### config.mk
export PLATFORM = sky130hd
export DESIGN_NAME = accel_decel_profile_select
export DESIGN_NICKNAME = d
export VERILOG_FILES = /design/src/design/accel_profile_pkg.sv /design/src/design/ramp_div_if.sv /design/src/design/accel_decel_profile_select.sv /design/src/design/pin_sync.sv /design/src/design/ramp_divider.sv
export SDC_FILE = /design/constraint.sdc
export NUM_CORES = 2
export LEC_CHECK = 0
export BUFFER_PORTS_ARGS = -buffer_cell sky130_fd_sc_hd__buf_2
export CORE_MARGIN = 2
export CORE_UTILIZATION = 35
export CTS_BUF_LIST = sky130_fd_sc_hd__clkbuf_16
export CTS_CLUSTER_DIAMETER = 120
export CTS_CLUSTER_SIZE = 30
export DETAILED_ROUTE_END_ITERATION = 10
export GPL_TIMING_DRIVEN = 0
export MAX_ROUTING_LAYER = met4
export PLACE_DENSITY_LB_ADDON = 0.08
export SYNTH_ARGS = -nofsm -noshare
export SYNTH_HDL_FRONTEND = slang
export SYNTH_HIERARCHICAL = 1
export SYNTH_SLANG_ARGS = --single-unit
### constraint.sdc
create_clock -name pclk -period 11.4 [get_ports pclk]
set_input_delay 2.28 -clock pclk [delete_from_list [all_inputs] [get_ports pclk]]
set_output_delay 2.28 -clock pclk [all_outputs]
set_load 0.005 [all_outputs]
### src/design/accel_profile_pkg.sv
// Constants shared by the profile selector, its divider and the link between them.
// Assumes a 32-bit APB register bus with byte addresses in paddr[7:0].
`default_nettype none
package accel_profile_pkg;
  // Register byte offsets
  localparam logic [7:0] OFF_CFG = 8'h00;
  localparam logic [7:0] OFF_RATIO = 8'h04;
  localparam logic [7:0] OFF_ACCEL = 8'h08;
  localparam logic [7:0] OFF_DECEL = 8'h0C;
  localparam logic [7:0] OFF_RAPID = 8'h10;
  localparam logic [7:0] OFF_SPDLIM = 8'h14;
  localparam logic [7:0] OFF_SPEED = 8'h18;
  localparam logic [7:0] OFF_CMD = 8'h1C;
  localparam logic [7:0] OFF_STATUS = 8'h20;
  localparam logic [7:0] OFF_ERRINFO = 8'h24;
  localparam logic [7:0] OFF_ACC_EFF = 8'h28;
  localparam logic [7:0] OFF_STOP_EFF = 8'h2C;
  localparam logic [7:0] OFF_IRQ_STAT = 8'h30;
  localparam logic [7:0] OFF_IRQ_EN = 8'h34;
  localparam logic [7:0] OFF_IRQ_CLR = 8'h38;
  // Field positions
  localparam int CFG_ADV = 0;
  localparam int CFG_FIXED = 1;
  localparam int CFG_STOP_RAPID = 2;
  localparam int CFG_IGNORE = 3;
  localparam int CMD_START = 0;
  localparam int CMD_STOP = 1;
  localparam int CMD_RAPID = 2;
  localparam int CMD_CLR_ERR = 3;
  localparam int IRQ_W = 4;
  // Reset values
  localparam logic [3:0] CFG_RST = 4'h0;
  localparam logic [7:0] RATIO_RST = 8'h00;
  localparam logic [15:0] TIME_RST = 16'h03E8;
  localparam logic [31:0] SPDLIM_RST = 32'h0000_2710;
  // Limits and codes
  localparam logic [7:0] RATIO_MAX = 8'h64;
  localparam logic [15:0] ERR_RAPID_GT_DECEL = 16'h0033;
  localparam int DIV_NUM_W = 48;
  localparam int DIV_DEN_W = 32;
  typedef enum logic [1:0] {PROF_TRAP = 2'h0, PROF_SCURVE = 2'h1, PROF_ADV = 2'h2} profile_t;
endpackage
`default_nettype wire

### src/design/ramp_div_if.sv
// Request and answer link between the selector and its ramp-time divider.
// One client starts a division and waits for the done pulse.
`timescale 1ns/1ns
`default_nettype none
interface ramp_div_if;
  import accel_profile_pkg::*;
  logic start;
  logic [DIV_NUM_W-1:0] num;
  logic [DIV_DEN_W-1:0] den;
  logic busy;
  logic done;
  logic [DIV_NUM_W-1:0] quot;
  modport client(output start, num, den, input busy, done, quot);
  modport server(input start, num, den, output busy, done, quot);
endinterface
`default_nettype wire

### src/design/accel_decel_profile_select.sv
// Acceleration/deceleration profile selector for one positioning axis, APB slave.
// Assumes axis status pins may be asynchronous; commands leave as registered levels/pulses.
// Behaviour
// - Trap/S method: ratio 0 trapezoid, 1 to 100 S-curve
// - Advanced S-curve ignores the ratio setting
// - Fixed-time ramp mode disregards advanced selection
// - Speed limit is max; accel time to limit
// - Ramp times scale down with commanded speed
// - Rapid longer than decel: code 51, flag
// - After that error, rapid stop uses decel time
// - Advanced profile stops on smaller of both times
// - Rapid not above decel: stop in rapid time
// - Ratio over 100: error, run trapezoid
// - Ratio selects used portion of sine curve
// - Stop or skip in S decel regenerates
// - External stop and rapid stop also regenerate
// - Skip during end-point processing regenerates
// - Rapid stop in S decel regenerates
// - Rapid time accepted from 1 to 65535
`timescale 1ns/1ns
`default_nettype none
module accel_decel_profile_select
  import accel_profile_pkg::*;
#(
  parameter logic [15:0] RANGE_ERR_CODE = 16'h0001
) (
  input wire logic pclk, // Bus clock, 10 MHz
  input wire logic presetn, // Async reset, active low
  input wire logic psel, // APB select
  input wire logic penable, // APB enable
  input wire logic pwrite, // APB direction
  input wire logic [7:0] paddr, // APB byte address
  input wire logic [31:0] pwdata, // APB write data
  output logic [31:0] prdata, // APB read data
  output logic pready, // APB ready
  output logic pslverr, // APB error on unmapped address
  input wire logic stop_pin, // External stop input
  input wire logic skip_pin, // Skip signal
  input wire logic axis_decel_pin, // Axis is decelerating
  input wire logic axis_endpoint_pin, // Axis in end-point processing
  input wire logic axis_done_pin, // Axis motion complete
  output logic [1:0] profile_sel, // Active profile
  output logic [7:0] sine_portion, // Portion of sine curve used
  output logic [15:0] accel_ramp_ms, // Scaled acceleration time
  output logic [15:0] stop_ramp_ms, // Scaled stop time in force
  output logic axis_run, // Motion granted
  output logic stop_req, // One-cycle stop request
  output logic rapid_stop_active, // Current stop is rapid
  output logic pattern_regen, // One-cycle pattern regeneration
  output logic program_setting_error_flag, // Setting error seen at start
  output logic irq // Level interrupt
);
  typedef enum logic [3:0] {
    ST_IDLE = 4'b0001, ST_CALC = 4'b0010, ST_RUN = 4'b0100, ST_STOP = 4'b1000
  } state_t;

  function automatic logic hit(input logic [7:0] a, input logic [7:0] off);
    return a == off;
  endfunction

  state_t state_q;
  logic [3:0] cfg_q;
  logic [7:0] ratio_q;
  logic [15:0] acc_q, dec_q, rap_q;
  logic [31:0] lim_q, spd_q;
  profile_t prof_q;
  logic [7:0] portion_q;
  logic stop_rapid_l_q, rap_err_q;
  logic [15:0] acc_l_q, dec_l_q, rap_l_q;
  logic [31:0] lim_l_q, spd_l_q;
  logic [15:0] acc_s_q, dec_s_q, rap_s_q, stop_time_q;
  logic [1:0] idx_q;
  logic div_go_q;
  logic err_q;
  logic [15:0] errinfo_q;
  logic [IRQ_W-1:0] irq_stat_q, irq_en_q;
  logic stop_req_q, regen_q, rapid_act_q;
  logic [31:0] prdata_q;
  logic [4:0] lvl, lvl_prev_q;

  // One shared divider scales the three times in turn: area traded for about 150 cycles
  ramp_div_if dif();
  ramp_divider u_div (
    .pclk(pclk),
    .presetn(presetn),
    .dif(dif)
  );
  pin_sync #(.WIDTH(5)) u_sync (
    .pclk(pclk),
    .presetn(presetn),
    .pin_in({axis_done_pin, axis_endpoint_pin, axis_decel_pin, skip_pin, stop_pin}),
    .level_out(lvl)
  );

  // Register map, byte offsets from the package:
  // CFG [0] advanced [1] fixed-time ramp [2] stop pin uses rapid time [3] ignore rapid error
  // RATIO [7:0] percent; ACCEL, DECEL, RAPID [15:0] ms; SPDLIM, SPEED full word
  // CMD write-only: [0] start [1] stop [2] rapid stop [3] clear error flag
  // STATUS [3:0] state [5:4] profile [6] error flag [7] rapid stop active
  // IRQ bits: [0] start [1] setting error [2] regeneration [3] motion done
  // Bus decode
  wire logic wr = psel && penable && pwrite;
  wire logic wr_cfg = wr && hit(paddr, OFF_CFG);
  wire logic wr_ratio = wr && hit(paddr, OFF_RATIO);
  wire logic wr_acc = wr && hit(paddr, OFF_ACCEL);
  wire logic wr_dec = wr && hit(paddr, OFF_DECEL);
  wire logic wr_rap = wr && hit(paddr, OFF_RAPID);
  wire logic wr_lim = wr && hit(paddr, OFF_SPDLIM);
  wire logic wr_spd = wr && hit(paddr, OFF_SPEED);
  wire logic wr_cmd = wr && hit(paddr, OFF_CMD);
  wire logic wr_ien = wr && hit(paddr, OFF_IRQ_EN);
  wire logic wr_iclr = wr && hit(paddr, OFF_IRQ_CLR);
  wire logic cmd_start = wr_cmd && pwdata[CMD_START];
  wire logic cmd_stop = wr_cmd && pwdata[CMD_STOP];
  wire logic cmd_rapid = wr_cmd && pwdata[CMD_RAPID];
  wire logic cmd_clr_err = wr_cmd && pwdata[CMD_CLR_ERR];
  wire logic mapped = paddr[1:0] == 2'h0 && paddr <= OFF_IRQ_CLR;
  // Zero wait states: every access ends at its first access cycle
  assign pready = 1'b1;
  assign pslverr = psel && penable && !mapped;

  wire logic [31:0] status_word = {24'h0, rapid_act_q, err_q, prof_q, state_q};
  // Read data is captured in the setup cycle so the access phase needs no wait
  wire logic [31:0] rd_mux =
    hit(paddr, OFF_CFG) ? {28'h0, cfg_q} :
    hit(paddr, OFF_RATIO) ? {24'h0, ratio_q} :
    hit(paddr, OFF_ACCEL) ? {16'h0, acc_q} :
    hit(paddr, OFF_DECEL) ? {16'h0, dec_q} :
    hit(paddr, OFF_RAPID) ? {16'h0, rap_q} :
    hit(paddr, OFF_SPDLIM) ? lim_q :
    hit(paddr, OFF_SPEED) ? spd_q :
    hit(paddr, OFF_STATUS) ? status_word :
    hit(paddr, OFF_ERRINFO) ? {16'h0, errinfo_q} :
    hit(paddr, OFF_ACC_EFF) ? {16'h0, acc_s_q} :
    hit(paddr, OFF_STOP_EFF) ? {16'h0, stop_time_q} :
    hit(paddr, OFF_IRQ_STAT) ? {28'h0, irq_stat_q} :
    hit(paddr, OFF_IRQ_EN) ? {28'h0, irq_en_q} : 32'h0000_0000;
  assign prdata = prdata_q;

  // Start-time checks on the live settings
  wire logic start = cmd_start && state_q == ST_IDLE;
  wire logic adv_sel = cfg_q[CFG_ADV] && !cfg_q[CFG_FIXED];
  wire logic ratio_bad = ratio_q > RATIO_MAX;
  wire logic rap_gt = rap_q > dec_q;
  wire logic rap_err = rap_gt && !cfg_q[CFG_IGNORE];
  wire logic rap_zero = rap_q == 16'h0000;
  wire logic range_err = !adv_sel && ratio_bad || rap_zero;
  wire logic any_err = rap_err || range_err;
  // Advanced ignores the ratio; zero or bad ratio gives a trapezoid
  wire profile_t prof_d = adv_sel ? PROF_ADV :
    (ratio_q == 8'h00 || ratio_bad) ? PROF_TRAP : PROF_SCURVE;
  wire logic [7:0] portion_d = prof_d == PROF_SCURVE ? ratio_q : 8'h00;

  // Times are per the speed limit; run times shrink by speed over limit
  wire logic lim_zero = lim_l_q == 32'h0000_0000;
  wire logic [31:0] v_eff = spd_l_q < lim_l_q ? spd_l_q : lim_l_q;
  wire logic [15:0] t_sel = idx_q == 2'h0 ? acc_l_q : idx_q == 2'h1 ? dec_l_q : rap_l_q;
  assign dif.start = div_go_q;
  assign dif.num = lim_zero ? 48'(t_sel) : 48'(t_sel) * 48'(v_eff);
  assign dif.den = lim_zero ? 32'h0000_0001 : lim_l_q;
  // Speed is capped at the limit, so saturation only guards against a broken divide
  wire logic [15:0] q16 = dif.quot > 48'h00_0000_FFFF ? 16'hFFFF : dif.quot[15:0];

  // Rapid stop time in force
  wire logic [15:0] rap_min = rap_s_q < dec_s_q ? rap_s_q : dec_s_q;
  wire logic [15:0] rapid_sel = prof_q == PROF_ADV ? rap_min :
    rap_err_q ? dec_s_q : rap_s_q;

  // Events
  wire logic [4:0] rise = lvl & ~lvl_prev_q;
  wire logic ext_stop_rise = rise[0];
  wire logic skip_rise = rise[1];
  wire logic decel_lvl = lvl[2];
  wire logic endpoint_lvl = lvl[3];
  wire logic done_rise = rise[4];
  wire logic moving = state_q == ST_RUN || state_q == ST_STOP;
  wire logic rapid_ev = moving && (cmd_rapid ||
    ext_stop_rise && stop_rapid_l_q);
  wire logic decel_ev = state_q == ST_RUN && (cmd_stop ||
    ext_stop_rise && !stop_rapid_l_q || skip_rise);
  wire logic s_prof = prof_q == PROF_SCURVE;
  // Regeneration only for the ratio S-curve; overrun risk stays with the user
  wire logic regen_d = moving && s_prof && (decel_lvl && (decel_ev || rapid_ev) ||
    skip_rise && endpoint_lvl);
  wire logic err_set = start && any_err;
  wire logic err_clr = cmd_clr_err;
  // A done rise outside motion is a stray pin edge and is not reported
  wire logic irq_done_ev = done_rise && moving;
  wire logic [IRQ_W-1:0] irq_ev = {irq_done_ev, regen_d, err_set, start};
  wire logic [IRQ_W-1:0] irq_clr = wr_iclr ? pwdata[IRQ_W-1:0] : '0;

  assign profile_sel = prof_q;
  assign sine_portion = portion_q;
  assign accel_ramp_ms = acc_s_q;
  assign stop_ramp_ms = stop_time_q;
  assign axis_run = moving;
  assign stop_req = stop_req_q;
  assign rapid_stop_active = rapid_act_q;
  assign pattern_regen = regen_q;
  assign program_setting_error_flag = err_q;
  assign irq = |(irq_stat_q & irq_en_q);

  // Software registers
  // Settings written during motion only take effect at the next start
  always_ff @(posedge pclk or negedge presetn) begin
    if (!presetn) begin
      cfg_q <= CFG_RST;
      ratio_q <= RATIO_RST;
      acc_q <= TIME_RST;
      dec_q <= TIME_RST;
      rap_q <= TIME_RST;
      lim_q <= SPDLIM_RST;
      spd_q <= SPDLIM_RST;
      irq_en_q <= '0;
      prdata_q <= 32'h0000_0000;
    end else begin
      if (wr_cfg) cfg_q <= pwdata[3:0];
      if (wr_ratio) ratio_q <= pwdata[7:0];
      if (wr_acc) acc_q <= pwdata[15:0];
      if (wr_dec) dec_q <= pwdata[15:0];
      if (wr_rap) rap_q <= pwdata[15:0];
      if (wr_lim) lim_q <= pwdata;
      if (wr_spd) spd_q <= pwdata;
      if (wr_ien) irq_en_q <= pwdata[IRQ_W-1:0];
      if (psel && !penable) prdata_q <= rd_mux;
    end
  end

  // Sticky flags: a set in the clearing cycle wins
  always_ff @(posedge pclk or negedge presetn) begin
    if (!presetn) begin
      err_q <= 1'b0;
      errinfo_q <= 16'h0000;
      irq_stat_q <= '0;
      lvl_prev_q <= 5'h00;
    end else begin
      err_q <= err_set || err_q && !err_clr;
      if (err_set) errinfo_q <= rap_err ? ERR_RAPID_GT_DECEL : RANGE_ERR_CODE;
      irq_stat_q <= irq_ev | (irq_stat_q & ~irq_clr);
      lvl_prev_q <= lvl;
    end
  end

  // Settings captured at start stay fixed for the whole motion
  always_ff @(posedge pclk or negedge presetn) begin
    if (!presetn) begin
      prof_q <= PROF_TRAP;
      portion_q <= 8'h00;
      stop_rapid_l_q <= 1'b0;
      rap_err_q <= 1'b0;
      acc_l_q <= TIME_RST;
      dec_l_q <= TIME_RST;
      rap_l_q <= TIME_RST;
      lim_l_q <= SPDLIM_RST;
      spd_l_q <= SPDLIM_RST;
    end else if (start) begin
      prof_q <= prof_d;
      portion_q <= portion_d;
      stop_rapid_l_q <= cfg_q[CFG_STOP_RAPID];
      rap_err_q <= rap_err;
      acc_l_q <= acc_q;
      dec_l_q <= dec_q;
      // A zero rapid time is a range error; the stop falls back to the deceleration time
      rap_l_q <= rap_zero ? dec_q : rap_q;
      lim_l_q <= lim_q;
      spd_l_q <= spd_q;
    end
  end

  // Sequencer: scale three times, then run until the axis reports done
  always_ff @(posedge pclk or negedge presetn) begin
    if (!presetn) begin
      state_q <= ST_IDLE;
      idx_q <= 2'h0;
      div_go_q <= 1'b0;
      acc_s_q <= 16'h0000;
      dec_s_q <= 16'h0000;
      rap_s_q <= 16'h0000;
      stop_time_q <= 16'h0000;
      stop_req_q <= 1'b0;
      regen_q <= 1'b0;
      rapid_act_q <= 1'b0;
    end else begin
      div_go_q <= 1'b0;
      stop_req_q <= 1'b0;
      regen_q <= regen_d;
      case (state_q)
        ST_IDLE: begin
          if (start) begin
            state_q <= ST_CALC;
            idx_q <= 2'h0;
            div_go_q <= 1'b1;
            rapid_act_q <= 1'b0;
          end
        end
        ST_CALC: begin
          if (dif.done) begin
            case (idx_q)
              2'h0: acc_s_q <= q16;
              2'h1: dec_s_q <= q16;
              default: rap_s_q <= q16;
            endcase
            if (idx_q == 2'h2) begin
              state_q <= ST_RUN;
              stop_time_q <= dec_s_q;
            end else begin
              idx_q <= idx_q + 2'h1;
              div_go_q <= 1'b1;
            end
          end
        end
        ST_RUN: begin
          if (done_rise) begin
            state_q <= ST_IDLE;
          end else if (rapid_ev) begin
            stop_time_q <= rapid_sel;
            stop_req_q <= 1'b1;
            rapid_act_q <= 1'b1;
            state_q <= ST_STOP;
          end else if (decel_ev) begin
            stop_time_q <= dec_s_q;
            stop_req_q <= 1'b1;
            state_q <= ST_STOP;
          end
        end
        // Once stopping, only a first rapid stop can still change the ramp time
        ST_STOP: begin
          if (done_rise) begin
            state_q <= ST_IDLE;
          end else if (rapid_ev && !rapid_act_q) begin
            stop_time_q <= rapid_sel;
            stop_req_q <= 1'b1;
            rapid_act_q <= 1'b1;
          end
        end
        default: state_q <= ST_IDLE;
      endcase
    end
  end
endmodule // accel_decel_profile_select
`default_nettype wire

### src/design/pin_sync.sv
// Three-stage pin synchroniser; a level counts once stages two and three agree.
// Pins may come from any clock; output is in the pclk domain.
`timescale 1ns/1ns
`default_nettype none
module pin_sync #(
  parameter int WIDTH = 5
) (
  input wire logic pclk, // Bus clock
  input wire logic presetn, // Async reset, active low
  input wire logic [WIDTH-1:0] pin_in, // Raw pins
  output logic [WIDTH-1:0] level_out // Filtered levels
);
  logic [WIDTH-1:0] s1_q, s2_q, s3_q, lvl_q;
  assign level_out = lvl_q;
  for (genvar i = 0; i < WIDTH; i++) begin : g_bit
    always_ff @(posedge pclk or negedge presetn) begin
      if (!presetn) begin
        s1_q[i] <= 1'b0;
        s2_q[i] <= 1'b0;
        s3_q[i] <= 1'b0;
        lvl_q[i] <= 1'b0;
      end else begin
        s1_q[i] <= pin_in[i];
        s2_q[i] <= s1_q[i];
        s3_q[i] <= s2_q[i];
        if (s2_q[i] == s3_q[i]) begin
          lvl_q[i] <= s3_q[i];
        end
      end
    end
  end
endmodule // pin_sync
`default_nettype wire

### src/design/ramp_divider.sv
// Restoring divider, one quotient bit per pclk cycle.
// Assumes den is non-zero; the client guards that.
`timescale 1ns/1ns
`default_nettype none
module ramp_divider
  import accel_profile_pkg::*;
(
  input wire logic pclk, // Bus clock
  input wire logic presetn, // Async reset, active low
  ramp_div_if.server dif // Division request and answer
);
  logic [DIV_DEN_W-1:0] rem_q;
  logic [DIV_NUM_W-1:0] quo_q;
  logic [5:0] cnt_q;
  logic busy_q, done_q;
  wire logic [DIV_DEN_W:0] rem_sh = {rem_q, quo_q[DIV_NUM_W-1]};
  wire logic ge = rem_sh >= {1'b0, dif.den};
  wire logic [DIV_DEN_W:0] diff = rem_sh - {1'b0, dif.den};
  assign dif.busy = busy_q;
  assign dif.done = done_q;
  assign dif.quot = quo_q;
  always_ff @(posedge pclk or negedge presetn) begin
    if (!presetn) begin
      rem_q <= '0;
      quo_q <= '0;
      cnt_q <= 6'h00;
      busy_q <= 1'b0;
      done_q <= 1'b0;
    end else begin
      done_q <= 1'b0;
      if (dif.start && !busy_q) begin
        rem_q <= '0;
        quo_q <= dif.num;
        cnt_q <= 6'(DIV_NUM_W);
        busy_q <= 1'b1;
      end else if (busy_q) begin
        rem_q <= ge ? diff[DIV_DEN_W-1:0] : rem_sh[DIV_DEN_W-1:0];
        quo_q <= {quo_q[DIV_NUM_W-2:0], ge};
        cnt_q <= cnt_q - 6'h01;
        if (cnt_q == 6'h01) begin
          busy_q <= 1'b0;
          done_q <= 1'b1;
        end
      end
    end
  end
endmodule // ramp_divider
`default_nettype wire

Word-level counts from Yosys, hierarchy flattened
Index checks and enable logic that the tools add are counted.

operators by class
  $add $sub $neg = 3
  $mul = 1
  order comparisons = 7
  equal/unequal tests = 40
  mux-type cells = 77
  bitwise operators = 7
  reductions and logical operators = 74

operators with widths
  kind                    count
  $mux W32                12
  $mux W16                18
  $mux W48                3
  $eq A8 B6 Y1 const B    7
  $gt A48 B16 Y1 const B  1
  $mul A16 B32 Y48        1
  $pmux W16 S3            1
  $mux W4                 10
  $logic_and A1 B1 Y1     36
  $ge A33 B32 Y1          1
  $eq A8 B5 Y1 const B    4
  $logic_not A32 Y1       1
  $lt A32 B32 Y1          1
  $sub A32 B32 Y32        1
  $mux W1                 20
  $mux W6                 3
  $eq A8 B4 Y1 const B    2
  $gt A16 B16 Y1          1
  $logic_not A16 Y1       1
  $logic_not A8 Y1        2
  $lt A16 B16 Y1          1
  $pmux W4 S4             1
  $ne A2 B2 Y1 const B    7
  $logic_or A1 B1 Y1      10
  38 further kinds        64

word-level totals
  register bits after elaboration = 492
  output and inout bits = 82

Logic depth before layout (Yosys ltp)
  depth in word-level cells = 14
  gate-level depth with buffers = 37
  mapped depth without buffers = 35

Cells and area by module
Netlist, hierarchy kept.

by module, submodules not included
  module                      instances  cells each  area an instance (sq um)
  accel_decel_profile_select  1          3,728       34,211.6
  ramp_divider                1          656         5,823.1
  pin_sync                    1          25          556.8

Least setup slack after synthesis
Ideal clock, no wire load.

  path type = register -> register
  start point = reg lim_l_q[13]
  end point = reg u_div.quo_q[35], in the netlist u_div/dif.quot[35]
  data arrival time = 8,385 ps
  required time = 11,267 ps
  setup slack = 2,882 ps
  stages on the path, launching flop included = 36
  buffers on the path = 3
  clock period less this slack = 8,518 ps
  path through = dfstp_2 -> inv_1 -> ha_1 -> a21o_1 -> a21o_1 -> a21oi_1 -> o21ai_1 -> a211oi_1 -> o221ai_1 -> a211oi_2 -> buf_6 -> buf_6 -> mux2i_1 -> nor2_1 -> fa_1 -> inv_1 -> fa_1 -> fa_1 -> inv_1 -> fa_1 -> fa_1 -> inv_1 -> fa_1 -> inv_1 -> ha_1 -> clkbuf_1 -> and4_1 -> a221oi_1 -> o21ai_0 -> a22o_1 -> or3_1 -> a21oi_1 -> xor2_1 -> nor2_1 -> mux2i_1 -> o21ai_0

between the ends
  longest elaborated chain between the ends = 5

RTL lines
  what                    line                               RTL
  start, declared         accel_decel_profile_select.sv:70   logic [31:0] lim_l_q, spd_l_q;
  start signal, assigned  accel_decel_profile_select.sv:265  lim_l_q <= lim_q;
  $lt A32 B32 Y1          accel_decel_profile_select.sv:156  wire logic [31:0] v_eff = spd_l_q < lim_l_q ? spd_l_q : lim_l_q;
  $mux W32                accel_decel_profile_select.sv:156
  $mul A16 B32 Y48        accel_decel_profile_select.sv:159  assign dif.num = lim_zero ? 48'(t_sel) : 48'(t_sel) * 48'(v_eff);
  $mux W48 (*)            accel_decel_profile_select.sv:159
  net dif.num[35]         ramp_div_if.sv:8                   logic [DIV_NUM_W-1:0] num;
  $mux W48 (*)            ramp_divider.sv:31                 if (dif.start && !busy_q) begin
  end signal, assigned    ramp_divider.sv:33                 quo_q <= dif.num;
  end signal, assigned    ramp_divider.sv:38                 quo_q <= {quo_q[DIV_NUM_W-2:0], ge};
  end, declared           ramp_divider.sv:13                 logic [DIV_NUM_W-1:0] quo_q;

Mark *: on every way through the listed nets, which the timed path passes. The rest lies on a longest branch.
A chain may end at the register's enable or synchronous reset.

Final worst setup path
  start point = reg lim_l_q[10]
  end point = reg u_div.quo_q[47], in the netlist u_div/dif.quot[47]

Same word-level chain as after synthesis.

==> run_summary.xml <==
<?xml version="1.0" encoding="UTF-8"?>
<metrics>
  <group name="timing">
    <metric name="period_needed" unit="ps">10860</metric>
    <metric name="rsz0062_at_grt" unit="">no</metric>
    <metric name="timing.final.setup_violations" unit="">0</metric>
    <metric name="clock_skew" unit="ps">76.4</metric>
    <metric name="max_slew.worst_pin.slew" unit="ps">1550</metric>
    <metric name="slew-limit-headroom" unit="%">-3.91</metric>
    <metric name="timing.final.hold_violations" unit="">0</metric>
    <metric name="max_freq" unit="MHz">92.1</metric>
    <metric name="finalMaxSlewViolations" unit="">13</metric>
    <metric name="finalCritPeriodShare" unit="%">95.3</metric>
  </group>
  <group name="global_route">
    <metric name="globalRoute.totalOverflow" unit="">0</metric>
    <metric name="grt_antenna_before_repair" unit="">9</metric>
    <metric name="grt.total_usage" unit="%">25.4</metric>
    <metric name="pin_count_of_the_biggest_net_entering_global_routing" unit="">104</metric>
    <metric name="global_route_wire_length_before_repair" unit="mm">217</metric>
    <metric name="grt_pass1_vias" unit="">32400</metric>
  </group>
  <group name="drt">
    <metric name="drt_iter0_markers" unit="">2410</metric>
    <metric name="drtPass1Iterations" unit="">6</metric>
    <metric name="routed_wl" unit="mm">146</metric>
    <metric name="wire_per_inst" unit="um">23.9</metric>
    <metric name="ant_nets" unit="">0</metric>
    <metric name="drcViolationCount" unit="">0</metric>
    <metric name="vias" unit="">31900</metric>
    <metric name="drt-vias-per-instance" unit="">5.22</metric>
  </group>
  <group name="logic_synthesis">
    <metric name="post_synth_inst_count" unit="">4409</metric>
    <metric name="synth-seq-cells" unit="">476</metric>
    <metric name="netlist_cell_types" unit="">90</metric>
    <metric name="ys_seq_area_share" unit="%">29.5</metric>
    <metric name="async_reset_ff_share" unit="%">100</metric>
    <metric name="synthFlopType" unit="">dfrtp_1</metric>
    <metric name="mappedNetlistArea" unit="um2">40600</metric>
    <metric name="yosysWarnings" unit="">6</metric>
    <metric name="post_syn_nets" unit="">5097</metric>
    <metric name="mean_cell_area_of_the_mapped_netlist" unit="um2">9.21</metric>
    <metric name="synth_edf_count" unit="">0</metric>
  </group>
  <group name="clock_tree">
    <metric name="cts-root-buf" unit="">clkbuf_16</metric>
    <metric name="cts_inserted_buffers" unit="">26</metric>
    <metric name="number_of_buffers_inserted_by_hold_repair_at_cts" unit="">0</metric>
    <metric name="cts_max_level" unit="">1</metric>
    <metric name="clock_tree.buffer_depth" unit="">3</metric>
    <metric name="clock_tree_from_tritoncts" unit="">yes</metric>
    <metric name="clk_transition_reported_paths" unit="ps">120</metric>
    <metric name="clock_insertion_delay_worst_skew" unit="ps">700</metric>
    <metric name="clock_sinks" unit="">476</metric>
  </group>
  <group name="critical_path">
    <metric name="cp_data_arrival_time" unit="ps">11360</metric>
    <metric name="cp_data_required_time" unit="ps">11900</metric>
    <metric name="timing.critical_path.slowest_cell_delay" unit="ps">760</metric>
    <metric name="critical-path-slowest-cell" unit="">mux2i_2</metric>
    <metric name="setup.reg_to_reg.worst_slack" unit="ps">540</metric>
    <metric name="crit_top_cell" unit="">fa_1</metric>
    <metric name="rr_startpoint" unit="">lim_l_q[10]</metric>
    <metric name="setup_cp_type" unit="">register to register</metric>
    <metric name="critPathLaunch" unit="">lim_l_q[10]</metric>
    <metric name="timing.critical_path.fanout_max" unit="">10</metric>
    <metric name="worst_setup_path_end_kind" unit="">register</metric>
    <metric name="worstSetupStartpointType" unit="">register</metric>
  </group>
  <group name="layout">
    <metric name="drive_above_1_share" unit="%">10.6</metric>
    <metric name="finalNetCount" unit="">5260</metric>
    <metric name="layout.core_utilization" unit="%">38.7</metric>
    <metric name="final-instance-count-excl-fill" unit="">6110</metric>
    <metric name="area_growth_synth_to_finish" unit="%">9.44</metric>
  </group>
  <group name="die">
    <metric name="chipHeight" unit="um">345</metric>
    <metric name="io_pins" unit="">132</metric>
    <metric name="floorplan.initialDensity" unit="%">35.4</metric>
    <metric name="rows" unit="">124</metric>
    <metric name="dieWidth" unit="um">345</metric>
    <metric name="design.core.area" unit="um2">115000</metric>
    <metric name="floorplan.die_area" unit="um2">119000</metric>
  </group>
  <group name="run_status">
    <metric name="run_status" unit="">complete, but fails checks</metric>
    <metric name="failing_checks" unit="">capacitance limit, slew limit</metric>
  </group>
  <group name="power">
    <metric name="power.density_cell_area" unit="nW/um2">71.1</metric>
    <metric name="vdd_ir_drop_max" unit="mV">0.134</metric>
    <metric name="static-leakage-power" unit="nW">21.2</metric>
  </group>
  <group name="hold_path">
    <metric name="timing.hold.worst.start" unit="">u_sync/s1_q[3]</metric>
    <metric name="min-delay-path-class" unit="">register to register</metric>
  </group>
  <group name="placement">
    <metric name="post-dp-hpwl" unit="mm">119</metric>
    <metric name="finalWeightedCongestion" unit="">0.901</metric>
    <metric name="placed_cells_incl_taps" unit="">6056</metric>
    <metric name="io_buffer_count" unit="">126</metric>
  </group>
  <group name="run">
    <metric name="maxCapViolCount" unit="">3</metric>
  </group>
</metrics>
==> metal layers <==
layer | track usage (%) | up-vias | part of all wire (%)
li1 | - | 14700 | -
met1 | 35.7 | 16300 | 48
met5 | - | - | 0
met3 | 2.14 | 122 | 4.1
met4 | 5.19 | 0 | 2.4
met2 | 40.1 | 797 | 46
==> cells in the final DEF (no fill, tap or decap), drive strengths merged, types with 18 or more instances in the layout <==
master / n
a21oi: 173
ha: 219
nand4: 28
xnor2: 36
a31oi: 27
a21o: 51
inv: 606
nand2: 771
nor2: 348
o21a: 30
dfstp: 57
nand3: 32
o21ai: 298
nand2b: 18
and3: 23
nor3: 36
nor4: 27
nor2b: 19
mux2i: 129
a221oi: 18
a22oi: 28
xor2: 33
dfrtp: 419
buf: 178
and2: 25
clkbuf: 208
fa: 419
mux2: 165
==> where the power goes <==
group          leakage (nW)  total (mW)  internal [mW]  switching [mW]
Clock                 0.496        1.21          0.483           0.730
Combinational          14.5       0.207         0.0614           0.146
Sequential             6.20        1.74           1.71          0.0255
==> per-stage QoR <==
| step | area [um2] | power [mW] | setup TNS [ps] | setup slack (ps) | hold slack (ps) |
|---|---|---|---|---|---|
| floorplan | 40600 | 1.86 | 0 | 2880 | 331 |
| detailed placement | 43300 | 1.98 | -886 | -260 | 337 |
| global route | 44400 | 3.27 | 0 | 82.4 | 370 |
| finish | 44400 | 3.16 | 0 | 540 | 360 |
| CTS | 44300 | 3.21 | 0 | 181 | 365 |
| global placement | 43100 | 1.98 | -1198620 | -3040 | 334 |
==> critical path, delay by kind of cell (launching register included) <==
kind                     cells  cell delay (ps)
flip-flops                   1              640
XOR/XNOR                     1              350
AO/OA/AOI/OAI               12             3580
multiplexers                 2              910
adder cells (fa/ha/maj)      8             3960
AND/OR/NAND/NOR              4              540
buffers and inverters        6              650
==> sequential cells by signal (all words and copies together) (netlist names), 8 cells and up <==
| register | count |
|---|---|
| u_div/dif.quot | 48 |
| lim_l_q | 32 |
| lim_q | 32 |
| prdata | 32 |
| spd_l_q | 32 |
| spd_q | 32 |
| u_div/rem_q | 32 |
| acc_l_q | 16 |
| acc_q | 16 |
| accel_ramp_ms | 16 |
| dec_l_q | 16 |
| dec_q | 16 |
| dec_s_q | 16 |
| rap_l_q | 16 |
| rap_q | 16 |
| rap_s_q | 16 |
| stop_ramp_ms | 16 |
| ratio_q | 8 |
| sine_portion | 8 |
==> cells by family (layout without fill, tap and decap cells) <==
family / after synthesis / after routing / synth area share, %
adder cells (fa/ha/maj): 643 / 643 / 27.6
XOR/XNOR: 69 / 69 / 1.49
buffers and inverters: 816 / 999 / 7.87
AND/OR/NAND/NOR: 1365 / 1365 / 14.2
AO/OA/AOI/OAI: 743 / 743 / 11.3
flip-flops: 476 / 476 / 29.5
multiplexers: 296 / 296 / 8.08
other: 1 / 7 / 0.00924
==> what timing repair did <==
action / in CTS / in global routing
hold endpoints to repair: 0 / 0
gates resized for setup: 11 / 14
cloned: 0 / 0
setup endpoints to repair: 11 / 14
buffers inserted: 0 / 0
==> Yosys cell counts (all sizes together) (36+ instances only) <==
library cell,count,area share [%]
xnor2,36,0.78
nand2,771,7.2
dfrtp,419,26
ha,219,6.8
clkbuf,181,1.7
nor2,348,3.2
a21o,51,0.94
dfstp,57,3.7
a21oi,173,2.1
o21ai,298,3.7
mux2,165,4.8
mux2i,129,3.2
nor3,36,0.50
inv,591,5.5
fa,419,21
buf,43,0.68
==> final timing paths <==
| path | endpoint | depth (start not counted) |
|---|---|---|
| min reg2reg | u_sync/s2_q[3] | 0 |
| min in group asynchronous | u_div/dif.quot[22] | 1 |
| min | u_sync/s2_q[3] | 0 |
| max | u_div/dif.quot[47] | 33 |
| max in group asynchronous | accel_ramp_ms[4] | 3 |
| max reg2reg | u_div/dif.quot[47] | 33 |
==> layout make-up <==
type	count	area, um2
Antenna cell	6	15.0
Buffer	225	976
Clock buffer	27	676
Clock inverter	21	305
Fill cell	11700	70200
Inverter	591	2220
Multi-Input combinational cell	3117	25500
Sequential cell	476	12000
Tap cell	1512	1890
Timing Repair Buffer	135	816
(Power assumes the default switching activity.)
